[src/verilog/mbr_pkg.sv]
/*
   constants and carrier types of the modbus read master.
   assumes apb with 12-bit byte addresses and 32-bit data.
*/
package mbr_pkg;
   // register byte offsets
   localparam logic [11:0] A_CTRL  = 12'h000;
   localparam logic [11:0] A_REQ   = 12'h004;
   localparam logic [11:0] A_TMO   = 12'h008;
   localparam logic [11:0] A_STAT  = 12'h00c;
   localparam logic [11:0] A_MASK  = 12'h010;
   localparam logic [11:0] A_ECODE = 12'h014;
   localparam logic [11:0] A_CONV  = 12'h040;
   localparam logic [11:0] A_RXB   = 12'h100;
   // control fields
   localparam int C_SEND = 0;
   localparam int C_RTU  = 1;
   // status and mask fields
   localparam int S_REPLY = 0;
   localparam int S_ADDR  = 1;
   localparam int S_TMO   = 2;
   localparam int S_DONE  = 3;
   localparam int S_PARAM = 4;
   localparam int NSTAT   = 5;
   // protocol values
   localparam logic [7:0]  FUNC_RD   = 8'h03;
   localparam logic [7:0]  FUNC_EXC  = 8'h83;
   localparam logic [7:0]  EXC_ADDR  = 8'h02;
   localparam logic [7:0]  NODE_MAX  = 8'hfe;
   localparam logic [7:0]  CNT_MIN   = 8'h02;
   localparam logic [7:0]  CNT_MAX   = 8'h06;
   localparam logic [7:0]  DATA_MAX  = 8'h0c;
   localparam logic [7:0]  HDR_LEN   = 8'h03;
   localparam logic [7:0]  CRC_LEN   = 8'h02;
   localparam logic [7:0]  LRC_LEN   = 8'h01;
   localparam logic [7:0]  BN_MAX    = 8'h14;
   localparam logic [4:0]  LEN_RTU   = 5'h08;
   localparam logic [4:0]  LEN_ASC   = 5'h11;
   localparam logic [15:0] CRC_INIT  = 16'hffff;
   localparam logic [15:0] CRC_POLY  = 16'ha001;
   // characters
   localparam logic [7:0]  CH_COLON  = 8'h3a;
   localparam logic [7:0]  CH_CR     = 8'h0d;
   localparam logic [7:0]  CH_LF     = 8'h0a;
   localparam logic [7:0]  CH_ZERO   = 8'h30;
   localparam logic [7:0]  CH_NINE   = 8'h39;
   localparam logic [7:0]  CH_UA     = 8'h41;
   localparam logic [7:0]  CH_UF     = 8'h46;
   localparam logic [7:0]  CH_LOWA   = 8'h61;
   localparam logic [7:0]  CH_LOWF   = 8'h66;
   localparam logic [7:0]  HEX_ALPHA = 8'h37;
   // timing
   localparam int CLK_HZ  = 50_000_000;
   localparam int BAUD    = 9600;
   localparam int TMO_MS  = 10;
   localparam int BIT_DIV = CLK_HZ / BAUD;
   localparam int TMO_CYC = CLK_HZ / 1000 * TMO_MS;

   typedef enum logic [2:0] {
      ST_IDLE  = 3'b000,
      ST_TX    = 3'b001,
      ST_DRAIN = 3'b010,
      ST_WAIT  = 3'b011,
      ST_RX    = 3'b100,
      ST_CHECK = 3'b101
   } mbr_state_t;

   typedef struct packed {
      logic [11:0] paddr;
      logic        psel;
      logic        penable;
      logic        pwrite;
      logic [31:0] pwdata;
   } mbr_apb_req_t;

   typedef struct packed {
      logic [31:0] prdata;
      logic        pready;
      logic        pslverr;
   } mbr_apb_rsp_t;

   typedef struct packed {
      logic txd;
      logic de;
   } mbr_sp_t;
endpackage : mbr_pkg

[src/verilog/mbr_crc.sv]
/*
   one byte step of the modbus crc-16, reflected polynomial.
   assumes the caller holds the running value in a register or chains one step per byte.
*/
`timescale 1ns/10ps
module mbr_crc (
   // running value and next byte
   input  wire logic [15:0] crc_in,
   input  wire logic [7:0]  byte_in,
   // value after the byte
   output logic      [15:0] crc_out
);
   import mbr_pkg::*;

   always_comb begin
      crc_out = crc_in ^ {8'h00, byte_in};
      for (int i = 0; i < 8; i++) begin
         if (crc_out[0])
            crc_out = (crc_out >> 1) ^ CRC_POLY;
         else
            crc_out = crc_out >> 1;
      end
   end
endmodule : mbr_crc

[src/verilog/mbr_uart.sv]
/*
   8n1 byte serialiser and deserialiser for the serial port.
   assumes rxd is already synchronous to pclk.
*/
`timescale 1ns/10ps
module mbr_uart #(
   parameter int DIV = mbr_pkg::BIT_DIV
) (
   // clock and reset
   input  wire logic       pclk,
   input  wire logic       presetn,
   // transmit byte handshake
   input  wire logic       tx_valid,
   input  wire logic [7:0] tx_data,
   output logic            tx_ready,
   output logic            tx_busy,
   // received byte strobe
   output logic            rx_valid,
   output logic [7:0]      rx_data,
   // line
   input  wire logic       rxd,
   output logic            txd
);
   import mbr_pkg::*;

   typedef struct packed {
      logic [15:0] tcnt;
      logic [3:0]  tbit;
      logic [9:0]  tsh;
      logic        tbusy;
      logic [15:0] rcnt;
      logic [3:0]  rbit;
      logic [7:0]  rsh;
      logic        rbusy;
      logic        rvalid;
      logic [7:0]  rdata;
   } mbr_uart_st_t;

   localparam logic [15:0] DIV16 = 16'(DIV);
   localparam mbr_uart_st_t RST = '{tsh: 10'h3ff, default: '0};

   mbr_uart_st_t s;
   mbr_uart_st_t n;

   always_comb begin
      n = s;
      n.rvalid = 1'b0;
      if (s.tbusy) begin
         if (s.tcnt == 16'h0) begin
            n.tcnt = DIV16 - 16'h1;
            n.tsh = {1'b1, s.tsh[9:1]};
            if (s.tbit == 4'h0)
               n.tbusy = 1'b0;
            else
               n.tbit = s.tbit - 4'h1;
         end else
            n.tcnt = s.tcnt - 16'h1;
      end else if (tx_valid) begin
         n.tbusy = 1'b1;
         n.tbit = 4'h9;
         n.tcnt = DIV16 - 16'h1;
         n.tsh = {1'b1, tx_data, 1'b0};
      end
      // receiver samples mid bit
      if (s.rbusy) begin
         if (s.rcnt == 16'h0) begin
            n.rcnt = DIV16 - 16'h1;
            n.rbit = s.rbit - 4'h1;
            if (s.rbit == 4'h9) begin
               if (rxd)
                  n.rbusy = 1'b0;
            end else if (s.rbit == 4'h0) begin
               n.rbusy = 1'b0;
               n.rvalid = rxd;
               n.rdata = s.rsh;
            end else
               n.rsh = {rxd, s.rsh[7:1]};
         end else
            n.rcnt = s.rcnt - 16'h1;
      end else if (!rxd) begin
         n.rbusy = 1'b1;
         n.rbit = 4'h9;
         n.rcnt = {1'b0, DIV16[15:1]};
      end
   end

   always_ff @(posedge pclk or negedge presetn) begin
      if (!presetn)
         s <= RST;
      else
         s <= n;
   end

   assign tx_ready = !s.tbusy;
   assign tx_busy  = s.tbusy;
   assign txd      = s.tsh[0];
   assign rx_valid = s.rvalid;
   assign rx_data  = s.rdata;
endmodule : mbr_uart

[src/verilog/mbr_read_master.sv]
/*
   modbus read-holding-registers master with apb registers.
   assumes one apb master and a slave node on the rs-485 port.
*/
`timescale 1ns/10ps
module mbr_read_master #(
   parameter logic [23:0] TMO_DEF   = 24'(mbr_pkg::TMO_CYC),
   parameter int          BIT_DIV_P = mbr_pkg::BIT_DIV,
   parameter int          RXD       = 40
) (
   // clock and reset
   input  wire logic                  pclk,
   input  wire logic                  presetn,
   // apb slave
   input  wire mbr_pkg::mbr_apb_req_t apb_i,
   output      mbr_pkg::mbr_apb_rsp_t apb_o,
   // second serial port
   input  wire logic                  sp2_rxd,
   output      mbr_pkg::mbr_sp_t      sp2_o,
   // interrupt
   output logic                       irq
);
   import mbr_pkg::*;

   typedef struct packed {
      mbr_state_t           st;
      logic                 send;
      logic                 rtu;
      logic [7:0]           node;
      logic [7:0]           cnt;
      logic [15:0]          sreg;
      logic [23:0]          tmo;
      logic [NSTAT-1:0]     stat;
      logic [NSTAT-1:0]     mask;
      logic [7:0]           ecode;
      logic [5:0][15:0]     conv;
      logic [RXD-1:0][7:0]  rxb;
      logic [4:0]           ti;
      logic [23:0]          tc;
      logic [5:0]           rc;
      logic [7:0]           bn;
      logic [7:0]           rnode;
      logic [7:0]           rfunc;
      logic [7:0]           rbc;
      logic [7:0]           sum;
      logic [15:0]          crc;
      logic                 hi;
      logic [3:0]           nib;
      logic                 bad;
      logic [31:0]          prdata;
      logic                 de;
   } mbr_st_t;

   localparam logic [5:0] RXD6 = 6'(RXD);
   localparam mbr_st_t RST = '{st: ST_IDLE, tmo: TMO_DEF, crc: CRC_INIT,
                               default: '0};

   mbr_st_t          s;
   mbr_st_t          n;
   logic             tx_valid;
   logic             tx_ready;
   logic             tx_busy;
   logic             rx_valid;
   logic [7:0]       tx_data;
   logic [7:0]       rx_data;
   logic [7:0]       rbyte;
   logic [4:0]       hv;
   logic [5:0][7:0]  tb;
   logic [6:0][15:0] crc_c;
   logic [15:0]      rx_crc;
   logic [7:0]       lrc;
   logic [7:0]       tsel;
   logic [4:0]       tk;
   logic [7:0]       wi;
   logic [7:0]       exp_len;
   logic             rt_end;
   logic             bv;
   logic             hit;
   logic [31:0]      rdat;
   logic             exc;
   logic             chk_ok;
   logic             len_ok;
   logic             base_ok;
   logic             good;

   function automatic logic [7:0] hexc(input logic [3:0] v);
      hexc = (v < 4'ha) ? CH_ZERO + {4'h0, v} : HEX_ALPHA + {4'h0, v};
   endfunction : hexc

   function automatic logic [4:0] hexv(input logic [7:0] c);
      hexv = 5'h00;
      if (c >= CH_ZERO && c <= CH_NINE)
         hexv = {1'b1, c[3:0]};
      else if ((c >= CH_UA && c <= CH_UF) || (c >= CH_LOWA && c <= CH_LOWF))
         hexv = {1'b1, c[3:0] + 4'h9};
   endfunction : hexv

   // request bytes: node, function, start hi/lo, count hi/lo
   assign tb = {s.cnt, 8'h00, s.sreg[7:0], s.sreg[15:8], FUNC_RD, s.node};

   always_comb begin
      lrc = 8'h00;
      for (int i = 0; i < 6; i++)
         lrc = lrc - tb[i];
   end

   assign crc_c[0] = CRC_INIT;
   for (genvar g = 0; g < 6; g++) begin : g_crc
      mbr_crc u_crc (
         .crc_in  (crc_c[g]),
         .byte_in (tb[g]),
         .crc_out (crc_c[g+1])
      );
   end

   // transmit character for index ti
   always_comb begin
      tk = s.ti - 5'h1;
      tsel = (tk[3:1] > 3'h5) ? lrc : tb[tk[3:1]];
      if (s.rtu) begin
         if (s.ti < 5'h6)
            tx_data = tb[s.ti[2:0]];
         else if (s.ti == 5'h6)
            tx_data = crc_c[6][7:0];
         else
            tx_data = crc_c[6][15:8];
      end else if (s.ti == 5'h0)
         tx_data = CH_COLON;
      else if (s.ti == LEN_ASC - 5'h2)
         tx_data = CH_CR;
      else if (s.ti == LEN_ASC - 5'h1)
         tx_data = CH_LF;
      else
         tx_data = hexc(tk[0] ? tsel[3:0] : tsel[7:4]);
   end

   assign hv = hexv(rx_data);
   assign rbyte = s.rtu ? rx_data : {s.nib, hv[3:0]};

   mbr_crc u_rx_crc (
      .crc_in  (s.crc),
      .byte_in (rbyte),
      .crc_out (rx_crc)
   );

   // rtu frame ends when the byte count field is satisfied
   assign exp_len = HDR_LEN + CRC_LEN +
                    (s.rfunc[7] ? 8'h00 : ((s.bn == 8'h2) ? rbyte : s.rbc));
   assign rt_end = s.rtu && s.bn >= 8'h2 && s.bn + 8'h1 == exp_len;

   // reply verdict
   assign exc = s.rfunc == FUNC_EXC;
   assign chk_ok = s.rtu ? (s.crc == 16'h0) : (s.sum == 8'h0);
   assign len_ok = s.bn == HDR_LEN + (exc ? 8'h00 : s.rbc) +
                   (s.rtu ? CRC_LEN : LRC_LEN);
   assign base_ok = !s.bad && !s.hi && chk_ok && len_ok &&
                    s.rnode == s.node;
   assign good = base_ok && s.rfunc == FUNC_RD &&
                 s.rbc == {s.cnt[6:0], 1'b0};

   always_comb begin
      n = s;
      tx_valid = 1'b0;
      bv = 1'b0;
      wi = s.bn - HDR_LEN;
      hit = 1'b1;
      rdat = 32'h0;
      // read decode
      if (apb_i.paddr[11:8] == A_RXB[11:8] && apb_i.paddr[7:2] < RXD6)
         rdat = {24'h0, s.rxb[apb_i.paddr[7:2]]};
      else if (apb_i.paddr[11:5] == A_CONV[11:5] && apb_i.paddr[4:2] < 3'h6)
         rdat = {16'h0, s.conv[apb_i.paddr[4:2]]};
      else begin
         case ({apb_i.paddr[11:2], 2'b00})
            A_CTRL:  rdat = {29'h0, s.st != ST_IDLE, s.rtu, s.send};
            A_REQ:   rdat = {s.sreg, s.cnt, s.node};
            A_TMO:   rdat = {8'h0, s.tmo};
            A_STAT:  rdat = {27'h0, s.stat};
            A_MASK:  rdat = {27'h0, s.mask};
            A_ECODE: rdat = {24'h0, s.ecode};
            default: hit = 1'b0;
         endcase
      end
      if (apb_i.psel && !apb_i.penable)
         n.prdata = rdat;
      // writes land in the access phase
      if (apb_i.psel && apb_i.penable && apb_i.pwrite) begin
         case ({apb_i.paddr[11:2], 2'b00})
            A_CTRL: begin
               if (s.st == ST_IDLE) begin
                  n.send = apb_i.pwdata[C_SEND];
                  n.rtu = apb_i.pwdata[C_RTU];
               end
            end
            A_REQ: begin
               if (s.st == ST_IDLE)
                  {n.sreg, n.cnt, n.node} = apb_i.pwdata;
            end
            A_TMO:   n.tmo = apb_i.pwdata[23:0];
            A_STAT:  n.stat = s.stat & ~apb_i.pwdata[NSTAT-1:0];
            A_MASK:  n.mask = apb_i.pwdata[NSTAT-1:0];
            default: ;
         endcase
      end
      // hardware events after software clears, so a set wins
      case (s.st)
         ST_IDLE: begin
            if (s.send) begin
               n.send = 1'b0;
               if (s.node > NODE_MAX || s.cnt < CNT_MIN || s.cnt > CNT_MAX)
                  n.stat[S_PARAM] = 1'b1;
               else begin
                  n.st = ST_TX;
                  n.ti = 5'h0;
                  n.rc = 6'h0;
                  n.bn = 8'h0;
                  n.crc = CRC_INIT;
                  n.sum = 8'h0;
                  n.hi = 1'b0;
                  n.bad = 1'b0;
               end
            end
         end
         ST_TX: begin
            tx_valid = 1'b1;
            if (tx_ready) begin
               n.ti = s.ti + 5'h1;
               if (s.ti == (s.rtu ? LEN_RTU : LEN_ASC) - 5'h1)
                  n.st = ST_DRAIN;
            end
         end
         ST_DRAIN: begin
            if (!tx_busy) begin
               n.st = ST_WAIT;
               n.tc = s.tmo;
            end
         end
         ST_WAIT, ST_RX: begin
            if (rx_valid) begin
               n.st = ST_RX;
               n.tc = s.tmo;
               if (s.rc < RXD6) begin
                  n.rxb[s.rc] = rx_data;
                  n.rc = s.rc + 6'h1;
               end
               if (s.rtu)
                  bv = 1'b1;
               else if (rx_data == CH_COLON) begin
                  n.bn = 8'h0;
                  n.sum = 8'h0;
                  n.hi = 1'b0;
                  n.bad = 1'b0;
               end else if (rx_data == CH_LF)
                  n.st = ST_CHECK;
               else if (rx_data != CH_CR) begin
                  if (!hv[4])
                     n.bad = 1'b1;
                  else if (!s.hi) begin
                     n.hi = 1'b1;
                     n.nib = hv[3:0];
                  end else begin
                     n.hi = 1'b0;
                     bv = 1'b1;
                  end
               end
               if (bv) begin
                  if (s.bn >= BN_MAX)
                     n.bad = 1'b1;
                  else begin
                     n.bn = s.bn + 8'h1;
                     n.sum = s.sum + rbyte;
                     n.crc = rx_crc;
                     case (s.bn)
                        8'h0:    n.rnode = rbyte;
                        8'h1:    n.rfunc = rbyte;
                        8'h2:    n.rbc = rbyte;
                        default: ;
                     endcase
                     // ascii data bytes pack into words, high byte first
                     if (!s.rtu && s.rfunc == FUNC_RD && s.bn >= HDR_LEN &&
                         wi < s.rbc && wi < DATA_MAX) begin
                        if (wi[0])
                           n.conv[wi[3:1]][7:0] = rbyte;
                        else
                           n.conv[wi[3:1]][15:8] = rbyte;
                     end
                     if (rt_end)
                        n.st = ST_CHECK;
                  end
               end
            end else if (s.tc == 24'h0) begin
               if (s.st == ST_WAIT) begin
                  n.stat[S_TMO] = 1'b1;
                  n.st = ST_IDLE;
               end else
                  n.st = ST_CHECK;
            end else
               n.tc = s.tc - 24'h1;
         end
         ST_CHECK: begin
            n.st = ST_IDLE;
            if (good) begin
               n.stat[S_REPLY] = 1'b0;
               n.stat[S_ADDR] = 1'b0;
               n.stat[S_DONE] = 1'b1;
            end else if (base_ok && exc) begin
               n.ecode = s.rbc;
               if (s.rbc == EXC_ADDR)
                  n.stat[S_ADDR] = 1'b1;
               else
                  n.stat[S_REPLY] = 1'b1;
            end else
               n.stat[S_REPLY] = 1'b1;
         end
         default: n.st = ST_IDLE;
      endcase
      // driver enable covers the whole request frame
      n.de = n.st == ST_TX || n.st == ST_DRAIN;
   end

   always_ff @(posedge pclk or negedge presetn) begin
      if (!presetn)
         s <= RST;
      else
         s <= n;
   end

   mbr_uart #(
      .DIV (BIT_DIV_P)
   ) u_uart (
      .pclk     (pclk),
      .presetn  (presetn),
      .tx_valid (tx_valid),
      .tx_data  (tx_data),
      .tx_ready (tx_ready),
      .tx_busy  (tx_busy),
      .rx_valid (rx_valid),
      .rx_data  (rx_data),
      .rxd      (sp2_rxd),
      .txd      (sp2_o.txd)
   );

   assign sp2_o.de       = s.de;
   assign apb_o.prdata   = s.prdata;
   assign apb_o.pready   = 1'b1;
   assign apb_o.pslverr  = apb_i.psel && apb_i.penable && !hit;
   assign irq            = |(s.stat & s.mask);

   node_range_a: assert property (@(posedge pclk) disable iff (!presetn)
      s.st == ST_IDLE && s.send && s.node > NODE_MAX
      |=> s.st == ST_IDLE && s.stat[S_PARAM])
      else $error("bad node address was not refused");

   cnt_range_a: assert property (@(posedge pclk) disable iff (!presetn)
      s.st == ST_IDLE && s.send && s.node <= NODE_MAX &&
      (s.cnt < CNT_MIN || s.cnt > CNT_MAX)
      |=> s.st == ST_IDLE && s.stat[S_PARAM])
      else $error("bad register count was not refused");

   frame_mode_a: assert property (@(posedge pclk) disable iff (!presetn)
      s.st == ST_TX && s.ti == 5'h0
      |-> tx_valid && tx_data == (s.rtu ? s.node : CH_COLON))
      else $error("first character does not match framing mode");

   func_code_a: assert property (@(posedge pclk) disable iff (!presetn)
      s.st == ST_TX && s.rtu && s.ti == 5'h1 |-> tx_data == FUNC_RD)
      else $error("function code is not 03");

   addr_exc_a: assert property (@(posedge pclk) disable iff (!presetn)
      s.st == ST_CHECK && base_ok && exc && s.rbc == EXC_ADDR
      |=> s.stat[S_ADDR] && s.ecode == EXC_ADDR && s.st == ST_IDLE)
      else $error("illegal address exception not recorded");

   rx_store_a: assert property (@(posedge pclk) disable iff (!presetn)
      rx_valid && (s.st == ST_WAIT || s.st == ST_RX) && s.rc < RXD6
      |=> s.rxb[$past(s.rc)] == $past(rx_data) &&
          s.rc == $past(s.rc) + 6'h1)
      else $error("received character not stored");

   good_clear_a: assert property (@(posedge pclk) disable iff (!presetn)
      s.st == ST_CHECK && good
      |=> !s.stat[S_REPLY] && !s.stat[S_ADDR] && s.stat[S_DONE])
      else $error("good reply did not clear error flags");

   tmo_flag_a: assert property (@(posedge pclk) disable iff (!presetn)
      s.st == ST_WAIT && s.tc == 24'h0 && !rx_valid
      |=> s.stat[S_TMO] && s.st == ST_IDLE)
      else $error("timeout flag not set on expiry");

   tmo_start_a: assert property (@(posedge pclk) disable iff (!presetn)
      s.st == ST_DRAIN && !tx_busy
      |=> s.st == ST_WAIT && s.tc == $past(s.tmo))
      else $error("timeout count not loaded after last character");
endmodule : mbr_read_master

[config.mk]
export PLATFORM = sky130hd
export DESIGN_NAME = mbr_read_master
export DESIGN_NICKNAME = d
export VERILOG_FILES = /design/src/verilog/mbr_pkg.sv /design/src/verilog/mbr_crc.sv /design/src/verilog/mbr_uart.sv /design/src/verilog/mbr_read_master.sv
export SDC_FILE = /design/constraint.sdc
export NUM_CORES = 2
export LEC_CHECK = 0
export BUFFER_PORTS_ARGS = -buffer_cell sky130_fd_sc_hd__buf_2
export CAP_MARGIN = 20
export CELL_PAD_IN_SITES_DETAIL_PLACEMENT = 0
export CELL_PAD_IN_SITES_GLOBAL_PLACEMENT = 1
export CORE_MARGIN = 2
export CORE_UTILIZATION = 52
export DETAILED_ROUTE_END_ITERATION = 7
export HOLD_SLACK_MARGIN = 0.1
export PLACE_DENSITY = 0.82
export REMOVE_ABC_BUFFERS = 1
export SETUP_SLACK_MARGIN = 0.15
export SYNTH_ARGS = -nofsm -noshare
export SYNTH_HDL_FRONTEND = slang
export SYNTH_SLANG_ARGS = --single-unit
[constraint.sdc]
create_clock -name pclk -period 5.1 [get_ports pclk]
set_clock_uncertainty 0.2 [all_clocks]
set_input_delay 1.02 -clock pclk [delete_from_list [all_inputs] [get_ports pclk]]
set_output_delay 1.02 -clock pclk [all_outputs]
set_load 0.005 [all_outputs]
# [After elaboration in Yosys (flattened, before gate mapping)]
# Cells that the tools add are included.
[word_totals] register_bits=694 input_bits=50 word_cells=529
[classes] addsub=23 order_cmp=28 n_mux=203 n_reduce_logical=74 n_eq_ne=48 bitwise=73
[op_table] operator="16-bit 2-to-1 mux" n=60
[op_table] operator="320-bit bitwise mux" n=1
[op_table] operator="96-bit bitwise mux" n=2
[op_table] operator="32-bit case mux with 6 select lines" n=1
[op_table] operator="8-bit 2-to-1 mux" n=21
[op_table] operator="2-bit inverter with 3-bit output" n=56
[op_table] operator="68-bit 2-to-1 mux" n=2
[op_table] operator="32-bit 2-to-1 mux" n=4
[op_table] operator="56-bit 2-to-1 mux" n=2
[op_table] operator="16-bit demux with 3-bit select" n=2
[op_table] operator="24-bit 2-to-1 mux" n=4
[op_table] operator="96-bit 2-to-1 mux" n=1
[op_table] operator="16-bit by 8-bit XOR with 16-bit output" n=4
[op_table] operator="31-bit 2-to-1 mux" n=2
[op_table] operator="25-bit 2-to-1 mux" n=2
[op_table] operator="25-bit case mux with 2 select lines" n=1
[op_table] operator="16-bit binary-select mux with 3-bit select" n=1
[op_table] operator="8-bit binary-select mux with 3-bit select" n=2
[op_table] operator="8-bit binary-select mux with 6-bit select" n=1
[op_table] operator="8-bit demux with 6-bit select" n=1
[op_table] operator="16-bit logical NOT" n=3
[op_table] operator="24-bit case mux with 2 select lines" n=1
[op_table] operator="5-bit 2-to-1 mux" n=9
[op_table] operator="1-bit 2-to-1 mux" n=43
[op_table] operator="100 further kinds" n=223

# [Logic depth before layout (Yosys ltp)]
[depth] depth_word=106 depth_mapped=19 ltp_nobuf=17

# [Hierarchy]
# A second synthesis with hierarchy kept.
[unflattened] cells_unflattened=3371 hier_area_um2=37871.3
[modules_own_cells] module="mbr_read_master" cells_each=2829 seq_area_each_um2=15668.8 n_inst=1 area_each_um2=32464.9
[modules_own_cells] module="mbr_uart" cells_each=339 seq_area_each_um2=1739.2 n_inst=1 area_each_um2=3418.3
[modules_own_cells] module="mbr_crc" cells_each=29 seq_area_each_um2=0.0 n_inst=7 area_each_um2=284.0

# [Worst setup path before layout]
# No wires, ideal clock.
[synth_timing] path_kind="register to register" startpoint="register s[73] in the netlist's numbering" endpoint="register s[546] in the netlist's numbering" setup_ns=0.125 n_path_buf=0 period_less_slack_ns=4.538 setup_slack_ns=0.562 required_time_ns=4.775 path_stages_with_launch=17 arrival_ns=4.213 path_cell_list="dfrtp_1 > nor4_1 > nand4_1 > nand2_1 > ha_1 > inv_1 > ha_1 > inv_1 > fa_1 > or3_1 > or3_1 > a21boi_0 > xor2_1 > a2111oi_0 > nand2_1 > nor2_2 > mux2_2"
[synth_between] elab_chain_cells=11 word_cells_on_any_way=13
[synth_lines] item="start: declaration" line="mbr_read_master.sv:58" text="mbr_st_t s;"
[synth_lines] item="start signal: assignment" line="mbr_read_master.sv:325" text="s <= n;"
[synth_lines] item="8-bit equality test" line="mbr_read_master.sv:152" text="assign exc = s.rfunc == FUNC_EXC;"
[synth_lines] item="8-bit 2-to-1 mux" line="mbr_read_master.sv:154" text="assign len_ok = s.bn == HDR_LEN + (exc ? 8'h00 : s.rbc) +"
[synth_lines] item="2-bit by 8-bit adder with 8-bit output" line="mbr_read_master.sv:154"
[synth_lines] item="8-bit by 2-bit adder with 8-bit output" line="mbr_read_master.sv:154"
[synth_lines] item="8-bit equality test" line="mbr_read_master.sv:154"
[synth_lines] item="1-bit logical AND (2 in series)" line="mbr_read_master.sv:156" text="assign base_ok = !s.bad && !s.hi && chk_ok && len_ok &&"
[synth_lines] item="1-bit logical AND (2 in series)" line="mbr_read_master.sv:158" text="assign good = base_ok && s.rfunc == FUNC_RD &&"
[synth_lines] item="1-bit inverter (no source line)"
[synth_lines] item="3-bit AND reduction (no source line) *"
# Every way passes the cells marked *; elsewhere a longest branch is shown, timed or not.
# A chain may end at the register's enable or synchronous reset.

# [Worst setup path in the final report]
[layout_timing] startpoint="register s[73] in the netlist's numbering" endpoint="register s[553] in the netlist's numbering"
# The elaborated chain is that of the path after synthesis.

==> impl_results.md <==
* Crit-path slowest cell: or3_1
* Asr flop ratio synth at 1.00
* Final min period at 4.70 ns
* Final Wtd Congestion at 0.932
* IO buf count at 83
* Status: complete, no violations
* Sink Count at 694
* Pwr Density at 290 nW/µm²
* Synthesized area at 36800 µm²
* Uppermost layer routed: met5
* Worst IR Drop VDD at 299 µV
* WS Path Type: reg2reg
* M1 WL at 41200 µm
* Root buf cell: clkbuf_16
* Post-synth top flop: dfrtp_1
* Clock buffer depth at 3
* Count leader, synth: dfrtp_1
* Initial core utilization at 0.526
* Layout fillers at 5659
* Number of flops mapped to enable cells by yosys at 0
* Vias at 25400
* Setup_tns at 0 ns
* Leak at 18.9 nW
* Share of cells above drive strength 1 at 0.311
* Top post-synthesis cells by area: dfrtp_1 (45%), mux2_2 (15%), mux4_2 (7.0%)
* Relative max-transition margin at 0.319
* Wire length per cell at 24.0 µm
* Achievable Freq at 0.213 GHz
* Worst path max stage delay at 0.41 ns
* Sequential share of the synthesized area at 0.473
* Worst-path clk slew at 0.06 ns
* Fin nets at 3261
* DR DRC count at 0
* Full die area at 72900 µm²
* Gate count after technology mapping at 3127
* Req. time, crit path at 5.39 ns
* Ports at 87
* Met3 WL post-DR at 4910 µm
* P&R area growth vs syn at 10.9%
* Final WL at 99200 µm
* Die height at 270 µm
* Mean Syn Cell Area at 11.8 µm²
* Final worst-path cycle share at 0.922
* Vias per cell at 6.15
* Top cells by count, synth: dfrtp_1 (661), mux2_2 (478), nand2_1 (217)
* CP endpoint kind: flip-flop
* Met2 wire len at 49500 µm
* RSZ-0062 raised after global routing: false
* Die span in x at 270 µm
* Critical path arrival at 5.00 ns
* Vias in the first global route at 26100
* Core area at 70000 µm²
* Post-synth top area share at 0.449
* Finish-stage setup viols at 0
* Antenna Nets Post-Route at 0
* CTS tree: done
* Clk_lat worst skew at 0.65 ns
* DR iter-0 viols at 2221
* Seq cells post-synth at 694
* Initial antenna violation count at 4
* Drt pass-1 iters at 6
* Diode count at 0
* Synth Warn # at 0
* Hold WC Path Type: in2async
* Fin. max-slew vios at 0
* Final hold violations at 0
* Worst setup SP type: flip-flop
* Hold Slack at 0.227 ns
* Multi-input logic area at 18000 µm²
* GRT Total Usage at 0.273
* Grt total ovfl at 0
* Yosys top cell by area: dfrtp_1
* Distinct cells, synth at 100
* FP Rows at 97
* Max-Cap Viols at 0
* FF+latch area at 17400 µm²
* Reg2reg path depth at 17
* Global-route wire length before repair at 155000 µm
* Depth of the CTS H-tree at 3
* Crit-path cells: nor4_2 > nand4_1 > nand2_1 > ha_1 > inv_1 > ha_1 > inv_1 > fa_1 > or3_1 > or3_1 > a21boi_1 > xor2_1 > a2111oi_0 > buf_4 > nand2_1 > nor2_4 > mux2_2
* Post-DP HPWL at 68900 µm
* CTS Buf Count at 76
* Slew at the pin with the worst max-slew slack at 1.02 ns
* Pin count of the biggest net entering global routing at 106
* Worst Path Max Fanout at 8
## critical path, delay by kind of cell, from the launching register on
kind | cells | cell delay (ns)
DFF | 1 | 0.38
muxes | 1 | 0.37
adders and majority gates | 3 | 0.79
xor gates and xnor gates | 1 | 0.08
buffers and inverters | 3 | 0.32
AOI/OAI and AO/OA | 2 | 0.59
and+or+nand+nor | 7 | 1.81
## routing by layer
metal / global-route usage / vias to the layer above
met5: 0 / -
met4: 0.0993 / 8
met3: 0.0416 / 216
met2: 0.461 / 749
met1: 0.358 / 13200
li1: - / 11300
## area by class of cell
| class | count | share of cell area |
|---|---|---|
| Inverter | 92 | 0.00846 |
| Sequential cell | 694 | 0.427 |
| Timing Repair Buffer | 182 | 0.0311 |
| Multi-Input combinational cell | 2095 | 0.440 |
| Tap cell | 940 | 0.0288 |
| Clock buffer | 99 | 0.0514 |
| Clock inverter | 39 | 0.0135 |
## cells in the final DEF (no fill, tap or decap), types with 9 or more instances in the layout
| cell | Yosys | routed |
|---|---|---|
| clkinv_2 | 0 | 15 |
| o21a_1 | 9 | 9 |
| o31ai_1 | 13 | 13 |
| nand2_1 | 217 | 217 |
| a22o_1 | 17 | 17 |
| nor4_1 | 33 | 31 |
| or3_1 | 21 | 21 |
| nand4_1 | 13 | 13 |
| nor3_1 | 46 | 46 |
| mux2i_1 | 59 | 59 |
| nor2_1 | 172 | 170 |
| a21oi_1 | 119 | 118 |
| dfrtp_1 | 661 | 661 |
| clkbuf_16 | 0 | 76 |
| nand3_1 | 43 | 43 |
| nor2_2 | 16 | 17 |
| a22oi_1 | 21 | 21 |
| fa_1 | 16 | 16 |
| nor2b_1 | 11 | 11 |
| a21o_1 | 11 | 11 |
| and2_1 | 22 | 22 |
| o22ai_1 | 19 | 19 |
| clkbuf_8 | 0 | 12 |
| mux2_2 | 478 | 478 |
| inv_1 | 88 | 88 |
| o21ai_0 | 171 | 171 |
| ha_1 | 54 | 54 |
| xnor2_1 | 97 | 97 |
| dfstp_2 | 33 | 33 |
| mux4_2 | 114 | 114 |
| nand2b_1 | 21 | 21 |
| o221ai_1 | 12 | 12 |
| buf_4 | 42 | 93 |
| clkbuf_1 | 166 | 12 |
| and3_1 | 16 | 16 |
| xor2_1 | 52 | 52 |
| a31oi_1 | 15 | 15 |
| o22a_1 | 9 | 9 |
| buf_2 | 23 | 80 |
| a222oi_1 | 20 | 20 |
## power breakdown
part           leakage [nW]  switching [W]  internal, W
sequential             9.51      0.0000547      0.00556
combinational          8.11       0.000317     0.000163
clock                  1.28        0.00241      0.00332
## worst paths after layout
check                             startpoint    endpoint  slack [ns]
max in group asynchronous            presetn      s[564]        3.24
worst max-delay path                   s[73]      s[553]        0.40
worst min register to register  u_uart.s[40]  u_uart.txd        0.27
worst max register to register         s[73]      s[553]        0.40
worst min-delay path                 presetn      s[129]        0.23
min in group pclk               u_uart.s[40]  u_uart.txd        0.27
## cell families after synthesis
kind of cell               count (synthesis)  synth area share
muxes                                    652             0.232
DFF                                      694             0.473
AOI/OAI and AO/OA                        516            0.0895
xor gates and xnor gates                 162            0.0431
and+or+nand+nor                          694            0.0951
buffers and inverters                    338            0.0398
adders and majority gates                 70            0.0271
other                                      1          0.000102
## stage by stage
stage,setup slack (ns),power (W),util,area [µm²],cells
floorplan,0.473,0.00590,-,35700,2881
global placement,0.295,0.00617,0.544,38100,4003
detailed placement,0.281,0.00620,0.544,38100,4003
CTS,0.220,0.0119,0.582,40800,4141
global route,0.133,0.0122,0.583,40800,4141
finish,0.397,0.0118,0.583,40800,4141
## sequential cells by signal (all words and copies together), names as in the netlist
register / count
apb_o: 32
s: 592
sp2_o: 1
u_uart.rx_data: 8
u_uart.rx_valid: 1
u_uart.s: 58
u_uart.tx_busy: 1
u_uart.txd: 1
## repair_timing
item / in CTS / in global routing
resized for setup: 0 / 5
buffers inserted: 0 / 0
hold buffers: 0 / 0
endpoints found under the setup margin: 0 / 12
(Power assumes the default switching activity.)
